File: src/common/rsb_pkg.sv
package rsb_pkg;

	localparam int ADDR_W = 18;

	// printed offsets are register indices; byte address is four times the index
	localparam logic [15:0] BREAK_STATUS_IDX = 16'hfe00;
	localparam logic [15:0] RESET_SOURCE_IDX = 16'hfe01;
	localparam logic [15:0] BREAK_FLAG_CTRL_IDX = 16'hfe03;
	localparam logic [15:0] IRQ_STATUS_IDX = 16'hfe04;
	localparam logic [15:0] IRQ_MASK_IDX = 16'hfe05;

	localparam logic [ADDR_W-1:0] BREAK_STATUS_ADDR = {BREAK_STATUS_IDX, 2'h0};
	localparam logic [ADDR_W-1:0] RESET_SOURCE_ADDR = {RESET_SOURCE_IDX, 2'h0};
	localparam logic [ADDR_W-1:0] BREAK_FLAG_CTRL_ADDR = {BREAK_FLAG_CTRL_IDX, 2'h0};
	localparam logic [ADDR_W-1:0] IRQ_STATUS_ADDR = {IRQ_STATUS_IDX, 2'h0};
	localparam logic [ADDR_W-1:0] IRQ_MASK_ADDR = {IRQ_MASK_IDX, 2'h0};

	// field positions
	localparam int BSR_WAIT_EXIT_BIT = 1;
	localparam int SRC_POWER_ON_BIT = 7;
	localparam int SRC_EXT_PIN_BIT = 6;
	localparam int SRC_WATCHDOG_BIT = 5;
	localparam int SRC_BAD_OPCODE_BIT = 4;
	localparam int SRC_BAD_FETCH_BIT = 3;
	localparam int SRC_MONITOR_BIT = 2;
	localparam int SRC_LOW_VOLTAGE_BIT = 1;
	localparam int BFC_CLEAR_EN_BIT = 7;
	localparam int IRQ_BREAK_EXIT_BIT = 0;
	localparam int IRQ_RESET_CAUSE_BIT = 1;
	localparam int IRQ_W = 2;

	// reset values
	localparam logic [7:0] RESET_SOURCE_RST = 8'h80;
	localparam logic BREAK_EXIT_RST = 1'b0;
	localparam logic CLEAR_EN_RST = 1'b0;
	localparam logic [IRQ_W-1:0] IRQ_STATUS_RST = 2'h0;
	localparam logic [IRQ_W-1:0] IRQ_MASK_RST = 2'h0;
	localparam logic [7:0] ERASED_BYTE = 8'hff;

	localparam logic [1:0] RESP_OKAY = 2'h0;
	localparam logic [1:0] RESP_SLVERR = 2'h2;

	typedef enum logic [1:0] {
		WR_COLLECT = 2'h0,
		WR_APPLY = 2'h1,
		WR_RESP = 2'h3
	} rsb_wr_state_type;

	typedef enum logic {
		RD_IDLE = 1'b0,
		RD_RESP = 1'b1
	} rsb_rd_state_type;

endpackage

File: src/common/rsb_reg_if.sv
`timescale 1ns/1ps
`default_nettype none
interface rsb_reg_if;
	import rsb_pkg::*;
	logic wrEn;
	logic rdEn;
	logic [ADDR_W-1:0] addr;
	logic [7:0] wdata;
	logic wrByte;
	logic [7:0] rdata;
	logic hit;
	modport bus (output wrEn, output rdEn, output addr, output wdata, output wrByte,
		input rdata, input hit);
	modport regs (input wrEn, input rdEn, input addr, input wdata, input wrByte,
		output rdata, output hit);
endinterface
`default_nettype wire

File: src/rtl/rsb_axil_slave.sv
`timescale 1ns/1ps
`default_nettype none
module rsb_axil_slave
	import rsb_pkg::*;
(
	input wire logic clk_sys, // system clock
	input wire logic rst, // async reset, high
	input wire logic [rsb_pkg::ADDR_W-1:0] awaddr, // write address
	input wire logic awvalid, // write address valid
	output logic awready, // write address ready
	input wire logic [31:0] wdata, // write data
	input wire logic [3:0] wstrb, // byte enables
	input wire logic wvalid, // write data valid
	output logic wready, // write data ready
	output logic [1:0] bresp, // write response
	output logic bvalid, // write response valid
	input wire logic bready, // write response ready
	input wire logic [rsb_pkg::ADDR_W-1:0] araddr, // read address
	input wire logic arvalid, // read address valid
	output logic arready, // read address ready
	output logic [31:0] rdata, // read data
	output logic [1:0] rresp, // read response
	output logic rvalid, // read data valid
	input wire logic rready, // read data ready
	rsb_reg_if.bus rb // register strobe side
);
	rsb_wr_state_type wrState_r, wrState_nxt;
	rsb_rd_state_type rdState_r, rdState_nxt;
	logic awHave_r, awHave_nxt, wHave_r, wHave_nxt;
	logic [ADDR_W-1:0] awAddr_r, awAddr_nxt;
	logic [7:0] wByte_r, wByte_nxt;
	logic wLane_r, wLane_nxt;
	logic [1:0] bresp_r, bresp_nxt, rresp_r, rresp_nxt;
	logic [7:0] rByte_r, rByte_nxt;

	assign awready = (wrState_r == WR_COLLECT) && !awHave_r;
	assign wready = (wrState_r == WR_COLLECT) && !wHave_r;
	// a read may not share the strobe cycle of a write
	assign arready = (rdState_r == RD_IDLE) && (wrState_r != WR_APPLY);
	assign bvalid = (wrState_r == WR_RESP);
	assign rvalid = (rdState_r == RD_RESP);
	assign bresp = bresp_r;
	assign rresp = rresp_r;
	assign rdata = {24'h0, rByte_r};

	assign rb.wrEn = (wrState_r == WR_APPLY);
	assign rb.rdEn = arvalid && arready;
	assign rb.addr = (wrState_r == WR_APPLY) ? awAddr_r : araddr;
	assign rb.wdata = wByte_r;
	assign rb.wrByte = wLane_r;

	always_comb begin
		wrState_nxt = wrState_r;
		awHave_nxt = awHave_r;
		wHave_nxt = wHave_r;
		awAddr_nxt = awAddr_r;
		wByte_nxt = wByte_r;
		wLane_nxt = wLane_r;
		bresp_nxt = bresp_r;
		case (wrState_r)
			WR_COLLECT: begin
				if (awvalid && awready) begin
					awHave_nxt = 1'b1;
					awAddr_nxt = awaddr;
				end
				if (wvalid && wready) begin
					wHave_nxt = 1'b1;
					wByte_nxt = wdata[7:0];
					wLane_nxt = wstrb[0];
				end
				if (awHave_nxt && wHave_nxt) begin
					wrState_nxt = WR_APPLY;
				end
			end
			WR_APPLY: begin
				bresp_nxt = rb.hit ? RESP_OKAY : RESP_SLVERR;
				awHave_nxt = 1'b0;
				wHave_nxt = 1'b0;
				wrState_nxt = WR_RESP;
			end
			WR_RESP: begin
				if (bready) begin
					wrState_nxt = WR_COLLECT;
				end
			end
			default: begin
				wrState_nxt = WR_COLLECT;
			end
		endcase
	end

	always_comb begin
		rdState_nxt = rdState_r;
		rByte_nxt = rByte_r;
		rresp_nxt = rresp_r;
		case (rdState_r)
			RD_IDLE: begin
				if (rb.rdEn) begin
					rByte_nxt = rb.rdata;
					rresp_nxt = rb.hit ? RESP_OKAY : RESP_SLVERR;
					rdState_nxt = RD_RESP;
				end
			end
			RD_RESP: begin
				if (rready) begin
					rdState_nxt = RD_IDLE;
				end
			end
			default: begin
				rdState_nxt = RD_IDLE;
			end
		endcase
	end

	always_ff @(posedge clk_sys or posedge rst) begin
		if (rst) begin
			wrState_r <= WR_COLLECT;
			rdState_r <= RD_IDLE;
			awHave_r <= 1'b0;
			wHave_r <= 1'b0;
			awAddr_r <= '0;
			wByte_r <= 8'h0;
			wLane_r <= 1'b0;
			bresp_r <= RESP_OKAY;
			rresp_r <= RESP_OKAY;
			rByte_r <= 8'h0;
		end else begin
			wrState_r <= wrState_nxt;
			rdState_r <= rdState_nxt;
			awHave_r <= awHave_nxt;
			wHave_r <= wHave_nxt;
			awAddr_r <= awAddr_nxt;
			wByte_r <= wByte_nxt;
			wLane_r <= wLane_nxt;
			bresp_r <= bresp_nxt;
			rresp_r <= rresp_nxt;
			rByte_r <= rByte_nxt;
		end
	end

endmodule // rsb_axil_slave
`default_nettype wire

File: src/rtl/rsb_system_integration.sv
// The AXI4-Lite register port was decided locally.
`timescale 1ns/1ps
`default_nettype none
//Contract
// - three registers: break status, reset source and break flag control at fixed places; the code also maps irq status and irq mask.
// - break status only matters in emulation; otherwise it merely stores its flag.
// - break flag sets when a break interrupt ends wait mode.
// - writing 0 to the break flag clears it; any reset clears it too.
// - reset source holds the cause flags; exclusive only if cleared before.
// - reading the reset source register clears all of its flags.
// - power-on reset sets the power-on flag and clears the others.
// - external reset pin sets the pin flag; power-on or read clears it.
// - watchdog timeout sets the watchdog flag; power-on or read clears it.
// - illegal opcode sets its flag; power-on or read clears it.
// - illegal address flag sets for opcode fetches only, never data accesses.
// - monitor flag sets on monitor entry with erased vector and interrupt pin high.
// - low-voltage inhibit sets its flag; power-on or read clears it.
// - in break state, status clears act only when the clear-enable bit is set.
module rsb_system_integration
	import rsb_pkg::*;
(
	input wire logic clk_sys, // 200 MHz bus clock
	input wire logic rst, // power-on reset, async, high
	input wire logic [rsb_pkg::ADDR_W-1:0] s_axi_awaddr, // write address
	input wire logic s_axi_awvalid, // write address valid
	output logic s_axi_awready, // write address ready
	input wire logic [31:0] s_axi_wdata, // write data
	input wire logic [3:0] s_axi_wstrb, // byte enables
	input wire logic s_axi_wvalid, // write data valid
	output logic s_axi_wready, // write data ready
	output logic [1:0] s_axi_bresp, // write response
	output logic s_axi_bvalid, // write response valid
	input wire logic s_axi_bready, // write response ready
	input wire logic [rsb_pkg::ADDR_W-1:0] s_axi_araddr, // read address
	input wire logic s_axi_arvalid, // read address valid
	output logic s_axi_arready, // read address ready
	output logic [31:0] s_axi_rdata, // read data
	output logic [1:0] s_axi_rresp, // read response
	output logic s_axi_rvalid, // read data valid
	input wire logic s_axi_rready, // read data ready
	input wire logic reset_pin_n, // external reset pin, asynchronous
	input wire logic watchdogTimeout, // watchdog reset pulse
	input wire logic badOpcodeReset, // illegal opcode reset pulse
	input wire logic badAddrReset, // illegal address reset pulse
	input wire logic badAddrFetch, // illegal access was an opcode fetch
	input wire logic monitorEntry, // monitor mode entry reset pulse
	input wire logic [7:0] vectorHiByte, // reset vector high byte
	input wire logic [7:0] vectorLoByte, // reset vector low byte
	input wire logic ext_interrupt_pin, // interrupt pin level, asynchronous
	input wire logic lowVoltageReset, // low-voltage inhibit reset pulse
	input wire logic breakWaitExit, // break interrupt ended wait mode, pulse
	input wire logic breakState, // cpu is in a break state
	output logic breakWaitExitFlag, // break flag, registered
	output logic irq // level interrupt
);
	rsb_reg_if rb();

	rsb_axil_slave u_slave (
		.clk_sys(clk_sys),
		.rst(rst),
		.awaddr(s_axi_awaddr),
		.awvalid(s_axi_awvalid),
		.awready(s_axi_awready),
		.wdata(s_axi_wdata),
		.wstrb(s_axi_wstrb),
		.wvalid(s_axi_wvalid),
		.wready(s_axi_wready),
		.bresp(s_axi_bresp),
		.bvalid(s_axi_bvalid),
		.bready(s_axi_bready),
		.araddr(s_axi_araddr),
		.arvalid(s_axi_arvalid),
		.arready(s_axi_arready),
		.rdata(s_axi_rdata),
		.rresp(s_axi_rresp),
		.rvalid(s_axi_rvalid),
		.rready(s_axi_rready),
		.rb(rb.bus)
	);

	// pin synchronisers
	logic pinSync1_r, pinSync2_r, pinPrev_r;
	logic irqPinSync1_r, irqPinSync2_r;
	logic pinEvent;

	always_ff @(posedge clk_sys or posedge rst) begin
		if (rst) begin
			pinSync1_r <= 1'b1;
			pinSync2_r <= 1'b1;
			pinPrev_r <= 1'b1;
			irqPinSync1_r <= 1'b0;
			irqPinSync2_r <= 1'b0;
		end else begin
			pinSync1_r <= reset_pin_n;
			pinSync2_r <= pinSync1_r;
			pinPrev_r <= pinSync2_r;
			irqPinSync1_r <= ext_interrupt_pin;
			irqPinSync2_r <= irqPinSync1_r;
		end
	end

	// one event per assertion of the pin, however long it is held
	assign pinEvent = pinPrev_r && !pinSync2_r;

	// decode
	logic selBreak, selSource, selCtrl, selIrqStat, selIrqMask;
	logic wrBreak, wrCtrl, wrIrqStat, wrIrqMask, rdSource;
	logic clearAllowed;

	assign selBreak = (rb.addr == BREAK_STATUS_ADDR);
	assign selSource = (rb.addr == RESET_SOURCE_ADDR);
	assign selCtrl = (rb.addr == BREAK_FLAG_CTRL_ADDR);
	assign selIrqStat = (rb.addr == IRQ_STATUS_ADDR);
	assign selIrqMask = (rb.addr == IRQ_MASK_ADDR);
	assign rb.hit = selBreak || selSource || selCtrl || selIrqStat || selIrqMask;

	// only lane 0 carries a register; other lanes are ignored
	assign wrBreak = rb.wrEn && rb.wrByte && selBreak;
	assign wrCtrl = rb.wrEn && rb.wrByte && selCtrl;
	assign wrIrqStat = rb.wrEn && rb.wrByte && selIrqStat;
	assign wrIrqMask = rb.wrEn && rb.wrByte && selIrqMask;
	assign rdSource = rb.rdEn && selSource;

	// register state
	logic [7:0] resetSrc_r, resetSrc_nxt;
	logic breakExit_r, breakExit_nxt;
	logic clearEn_r, clearEn_nxt;
	logic [IRQ_W-1:0] irqStatus_r, irqStatus_nxt;
	logic [IRQ_W-1:0] irqMask_r, irqMask_nxt;
	logic fetchEvent, monitorEvent, anyReset;

	// debuggers must be able to inspect flags without destroying them
	assign clearAllowed = !breakState || clearEn_r;

	// data-side illegal accesses reset the part but set no reset source flag
	assign fetchEvent = badAddrReset && badAddrFetch;
	assign monitorEvent = monitorEntry && irqPinSync2_r && (vectorHiByte == ERASED_BYTE)
		&& (vectorLoByte == ERASED_BYTE);
	assign anyReset = pinEvent || watchdogTimeout || badOpcodeReset || badAddrReset
		|| monitorEntry || lowVoltageReset;

	always_comb begin
		resetSrc_nxt = resetSrc_r;
		if (rdSource && clearAllowed) begin
			resetSrc_nxt = 8'h0;
		end
		// flags only accumulate; an earlier cause stays until a read
		if (pinEvent) begin
			resetSrc_nxt[SRC_EXT_PIN_BIT] = 1'b1;
		end
		if (watchdogTimeout) begin
			resetSrc_nxt[SRC_WATCHDOG_BIT] = 1'b1;
		end
		if (badOpcodeReset) begin
			resetSrc_nxt[SRC_BAD_OPCODE_BIT] = 1'b1;
		end
		if (fetchEvent) begin
			resetSrc_nxt[SRC_BAD_FETCH_BIT] = 1'b1;
		end
		if (monitorEvent) begin
			resetSrc_nxt[SRC_MONITOR_BIT] = 1'b1;
		end
		if (lowVoltageReset) begin
			resetSrc_nxt[SRC_LOW_VOLTAGE_BIT] = 1'b1;
		end
		resetSrc_nxt[0] = 1'b0;
	end

	always_comb begin
		breakExit_nxt = breakExit_r;
		if (wrBreak && !rb.wdata[BSR_WAIT_EXIT_BIT] && clearAllowed) begin
			breakExit_nxt = 1'b0;
		end
		if (breakWaitExit) begin
			breakExit_nxt = 1'b1;
		end
		if (anyReset) begin
			breakExit_nxt = 1'b0;
		end
	end

	always_comb begin
		clearEn_nxt = clearEn_r;
		if (wrCtrl) begin
			clearEn_nxt = rb.wdata[BFC_CLEAR_EN_BIT];
		end
	end

	always_comb begin
		irqStatus_nxt = irqStatus_r;
		irqMask_nxt = irqMask_r;
		if (wrIrqStat && clearAllowed) begin
			irqStatus_nxt = irqStatus_r & ~rb.wdata[IRQ_W-1:0];
		end
		if (breakWaitExit) begin
			irqStatus_nxt[IRQ_BREAK_EXIT_BIT] = 1'b1;
		end
		if (anyReset) begin
			irqStatus_nxt[IRQ_RESET_CAUSE_BIT] = 1'b1;
		end
		if (wrIrqMask) begin
			irqMask_nxt = rb.wdata[IRQ_W-1:0];
		end
	end

	always_ff @(posedge clk_sys or posedge rst) begin
		if (rst) begin
			resetSrc_r <= RESET_SOURCE_RST;
			breakExit_r <= BREAK_EXIT_RST;
			clearEn_r <= CLEAR_EN_RST;
			irqStatus_r <= IRQ_STATUS_RST;
			irqMask_r <= IRQ_MASK_RST;
		end else begin
			resetSrc_r <= resetSrc_nxt;
			breakExit_r <= breakExit_nxt;
			clearEn_r <= clearEn_nxt;
			irqStatus_r <= irqStatus_nxt;
			irqMask_r <= irqMask_nxt;
		end
	end

	// read mux; unused bits return zero
	always_comb begin
		rb.rdata = 8'h0;
		if (selBreak) begin
			rb.rdata[BSR_WAIT_EXIT_BIT] = breakExit_r;
		end else if (selSource) begin
			rb.rdata = resetSrc_r;
		end else if (selCtrl) begin
			rb.rdata[BFC_CLEAR_EN_BIT] = clearEn_r;
		end else if (selIrqStat) begin
			rb.rdata[IRQ_W-1:0] = irqStatus_r;
		end else if (selIrqMask) begin
			rb.rdata[IRQ_W-1:0] = irqMask_r;
		end
	end

	assign breakWaitExitFlag = breakExit_r;
	assign irq = |(irqStatus_r & irqMask_r);

endmodule // rsb_system_integration
`default_nettype wire

File: config.mk
export PLATFORM = sky130hd
export DESIGN_NAME = rsb_system_integration
export DESIGN_NICKNAME = d
export VERILOG_FILES = /design/src/common/rsb_pkg.sv /design/src/common/rsb_reg_if.sv /design/src/rtl/rsb_axil_slave.sv /design/src/rtl/rsb_system_integration.sv
export SDC_FILE = /design/constraint.sdc
export NUM_CORES = 1
export LEC_CHECK = 0
export BUFFER_PORTS_ARGS = -buffer_cell sky130_fd_sc_hd__buf_2
export CORE_ASPECT_RATIO = 0.9
export CORE_UTILIZATION = 40
export DETAILED_ROUTE_END_ITERATION = 8
export GPL_TIMING_DRIVEN = 0
export HOLD_SLACK_MARGIN = 0.15
export PLACE_DENSITY = 0.83
export REMOVE_ABC_BUFFERS = 1
export SLEW_MARGIN = 20
export SYNTH_ARGS = -nofsm -noshare
export SYNTH_HDL_FRONTEND = slang
export SYNTH_SLANG_ARGS = --single-unit
File: constraint.sdc
create_clock -name clk_sys -period 2.7 [get_ports clk_sys]
set_clock_uncertainty 0.15 [all_clocks]
set_input_delay 0.54 -clock clk_sys [delete_from_list [all_inputs] [get_ports clk_sys]]
set_output_delay 0.54 -clock clk_sys [all_outputs]
set_load 0.1 [all_outputs]
==> metrics.md <==
| Metric | Value |
|---|---|
| DRC | 0 |
| CP Data Arrival Time | 2580 ps |
| Fmax | 396.9 MHz |
| Worst hold start | reset_pin_n |
| Hpwl dp | 3911 µm |
| H-Tree Depth | 2 |
| Ports | 148 |
| Post-synth EDFFs | 0 |
| Fin crit share | 0.9332 |
| Total wire length | 5129 µm |
| Top FF cell, synth | dfrtp_1 |
| Diode count | 0 |
| Worst Tran Pin Value | 852.1 ps |
| Sequential area share after synthesis | 0.5303 |
| Nets@finish | 414 |
| Reg clk slew, reported paths | 100 ps |
| Initial antenna violation count | 0 |
| Drt wl/cell | 12.92 µm |
| DRT iter0 DRCs | 117 |
| Hold slack | 163.6 ps |
| Max-cap violations | 0 |
| Vias in the first global route | 1751 |
| TritonCTS clock tree | yes |
| R2R Path Start | u_slave.wrState_r[0]$_DFFE_PP0P_ |
| Leading cell type in the layout, fill and taps excluded | buf_2 |
| CP max FO | 8 |
| Count of cell types in the netlist | 48 |
| Worst Path Required | 2760 ps |
| Skew-Pair Late Insertion Delay | 320 ps |
| Unrepaired setup endpoints after global routing | no |
| Die area | 6840 µm² |
| PortBufs | 89 |
| Fin. max-slew vios | 0 |
| Area grow syn2layout | 20.41% |
| Die W | 87.07 µm |
| Maximum vdd drop | 0.3799 mV |
| YS warnings | 0 |
| Critical path endpoint category | register |
| Root buffer cell | clkbuf_8 |
| Largest net degree at the start of global routing | 56 |
| First-pass GRT wire length | 8280 µm |
| Number of nets with antenna violations after routing | 0 |
| Most frequent cells in the layout | buf_2, dfrtp_1, conb_1 |
| Post-synth ARST share | 1.000 |
| Class of the worst hold path | primary input to register |
| Synthesized flop and latch total | 55 |
| Clock Path Buffers | 2 |
| Final setup fails | 0 |
| Grt total ovfl | 0 |
| # fillers | 570 |
| Post-Syn Instances | 219 |
| WS Path Type | register to register |
| Starting Density | 0.4191 |
| Final Hold Viols | 0 |
| Post-CTS setup buffers | 0 |
| CTS buffer count | 5 |
| DIE HEIGHT | 78.56 µm |
| Cts hold-fix bufs | 0 |
| Outcome | finished, final reports clean |
| Syn Area/Cell | 11.89 µm² |
| Pleak | 1.479 nW |
| Gpl congestion | 0.8197 |
| CP Launch Point | u_slave.wrState_r[0]$_DFFE_PP0P_ |
| DR pass1 iterations | 4 |
| Core area | 6216 µm² |
| Share of cells above drive strength 1 | 0.4355 |
| P per Cell Area | 887.9 nW/µm² |
| Final instance area | 3137 µm² |
| Cell area after synthesis | 2605 µm² |
| Vias per Instance | 4.776 |
| All-Layer GR Usage | 0.1588 |
| Worst Setup Start Kind | register |
| FF-to-FF path depth | 5 |
| Slew headroom | 0.4319 |
| Placed cell areas | 3033 µm² |
| Vias post-DR | 1896 |
| Row count | 27 |
| Hold Path Depth | 1 |
| Period minus WS final | 2520 ps |
| Clock sink total | 55 |
## critical path, cell delays in order, from the launching register on
cell     delay [ps]
dfrtp_1         460
nor2b_1         270
nor4_2          430
nor2_2          170
or4_1           700
a21o_1          230
## layer usage
layer | track usage | routed length (µm)
met5 | 0 | 0
met4 | 0.05667 | 113
met3 | 0.05047 | 372
met2 | 0.2504 | 2443
met1 | 0.2045 | 2199
## layout make-up
cell class              instances  area [µm²]  area share
repair buffers                 89       445.4      0.1420
flip-flops and latches         55        1381      0.4404
inverters                       5       21.27    0.006781
multi-input cells             153        1087      0.3466
well taps                      87       108.9     0.03470
clock inverters                 3       23.77    0.007579
clock buffers                   5       68.82     0.02194
## Yosys cell counts, types with 2 or more instances
master    count  area, µm²
mux2i_1       4      40.04
o31ai_1       2      15.01
or4_1         2      15.01
o21ai_0       3      15.01
o41ai_1       2      17.52
nor3_1        6      30.03
a21oi_1       6      30.03
or3_1         2      12.51
nand3_1       4      20.02
buf_4        26      195.2
clkbuf_1      2      7.510
nor2b_1       3      18.77
mux2_2       24      270.3
and2_1        5      31.28
dfstp_2       4      105.1
a22o_1        8      70.07
nor2_1       11      41.29
nor4_2        2      25.02
nand4_1       7      43.79
inv_1         5      18.77
a21o_1        4      30.03
dfrtp_1      51       1276
mux2_1        2      22.52
nand2_1       9      33.78
nand2b_1      2      12.51
## final timing paths
check	endpoint	slack (ps)
min reg2reg	irqPinSync2_r$_DFF_PP0_	210
max	resetSrc_r[1]$_DFFE_PP0P_	180
max reg2reg	resetSrc_r[1]$_DFFE_PP0P_	180
min	pinSync1_r$_DFF_PP1_	160
max in group asynchronous	irqPinSync2_r$_DFF_PP0_	1790
min in group asynchronous	u_slave.rvalid$_DFF_PP0_	170
## cell families after synthesis
family | count (synthesis) | share of synthesized area
and+or+nand+nor | 62 | 0.1427
muxes | 32 | 0.1388
buffers and inverters | 36 | 0.09270
other | 1 | 0.001440
AOI/OAI and AO/OA | 33 | 0.09415
DFF | 55 | 0.5303
## power breakdown
group	leakage, nW	switching (W)	internal, W	total (W)
sequential	0.648	0.000149	0.00104	0.00119
combinational	0.790	0.000770	0.000363	0.00113
clock	0.0408	0.000281	0.000186	0.000467
## timing repair
item,4_1_cts,5_1_grt
hold endpoints to repair,0,0
setup endpoints to repair,0,10
resized for setup,0,2
## flip-flops by register name, summed over array words and instances, names as in the netlist
| signal | flops |
|---|---|
| u_slave.rvalid | 1 |
| u_slave.wrState_r | 2 |
| u_slave.bresp | 1 |
| u_slave.rb.wrByte | 1 |
| u_slave.rb.wdata | 3 |
| pinPrev_r | 1 |
| pinSync2_r | 1 |
| resetSrc_r | 7 |
| u_slave.rresp | 1 |
| breakWaitExitFlag | 1 |
| u_slave.awHave_r | 1 |
| irqPinSync1_r | 1 |
| u_slave.awAddr_r | 18 |
| clearEn_r | 1 |
| pinSync1_r | 1 |
| u_slave.rByte_r | 8 |
| irqPinSync2_r | 1 |
| u_slave.wHave_r | 1 |
| irqMask_r | 2 |
| irqStatus_r | 2 |
## per-stage QoR
stage	instances	util	setup WS (ps)	total power [W]	TNS [ps]
2_1_floorplan	213	-	-1246	0.002104	-44230
3_3_place_gp	389	0.4875	-63.66	0.002295	-313.3
3_5_place_dp	389	0.4879	-108.7	0.002334	-638.3
4_1_cts	397	0.5028	91.41	0.002804	0
5_1_grt	397	0.5046	9.935	0.002958	0
6_report	397	0.5046	180.2	0.002785	0
Power figures use the tool's default switching activity.
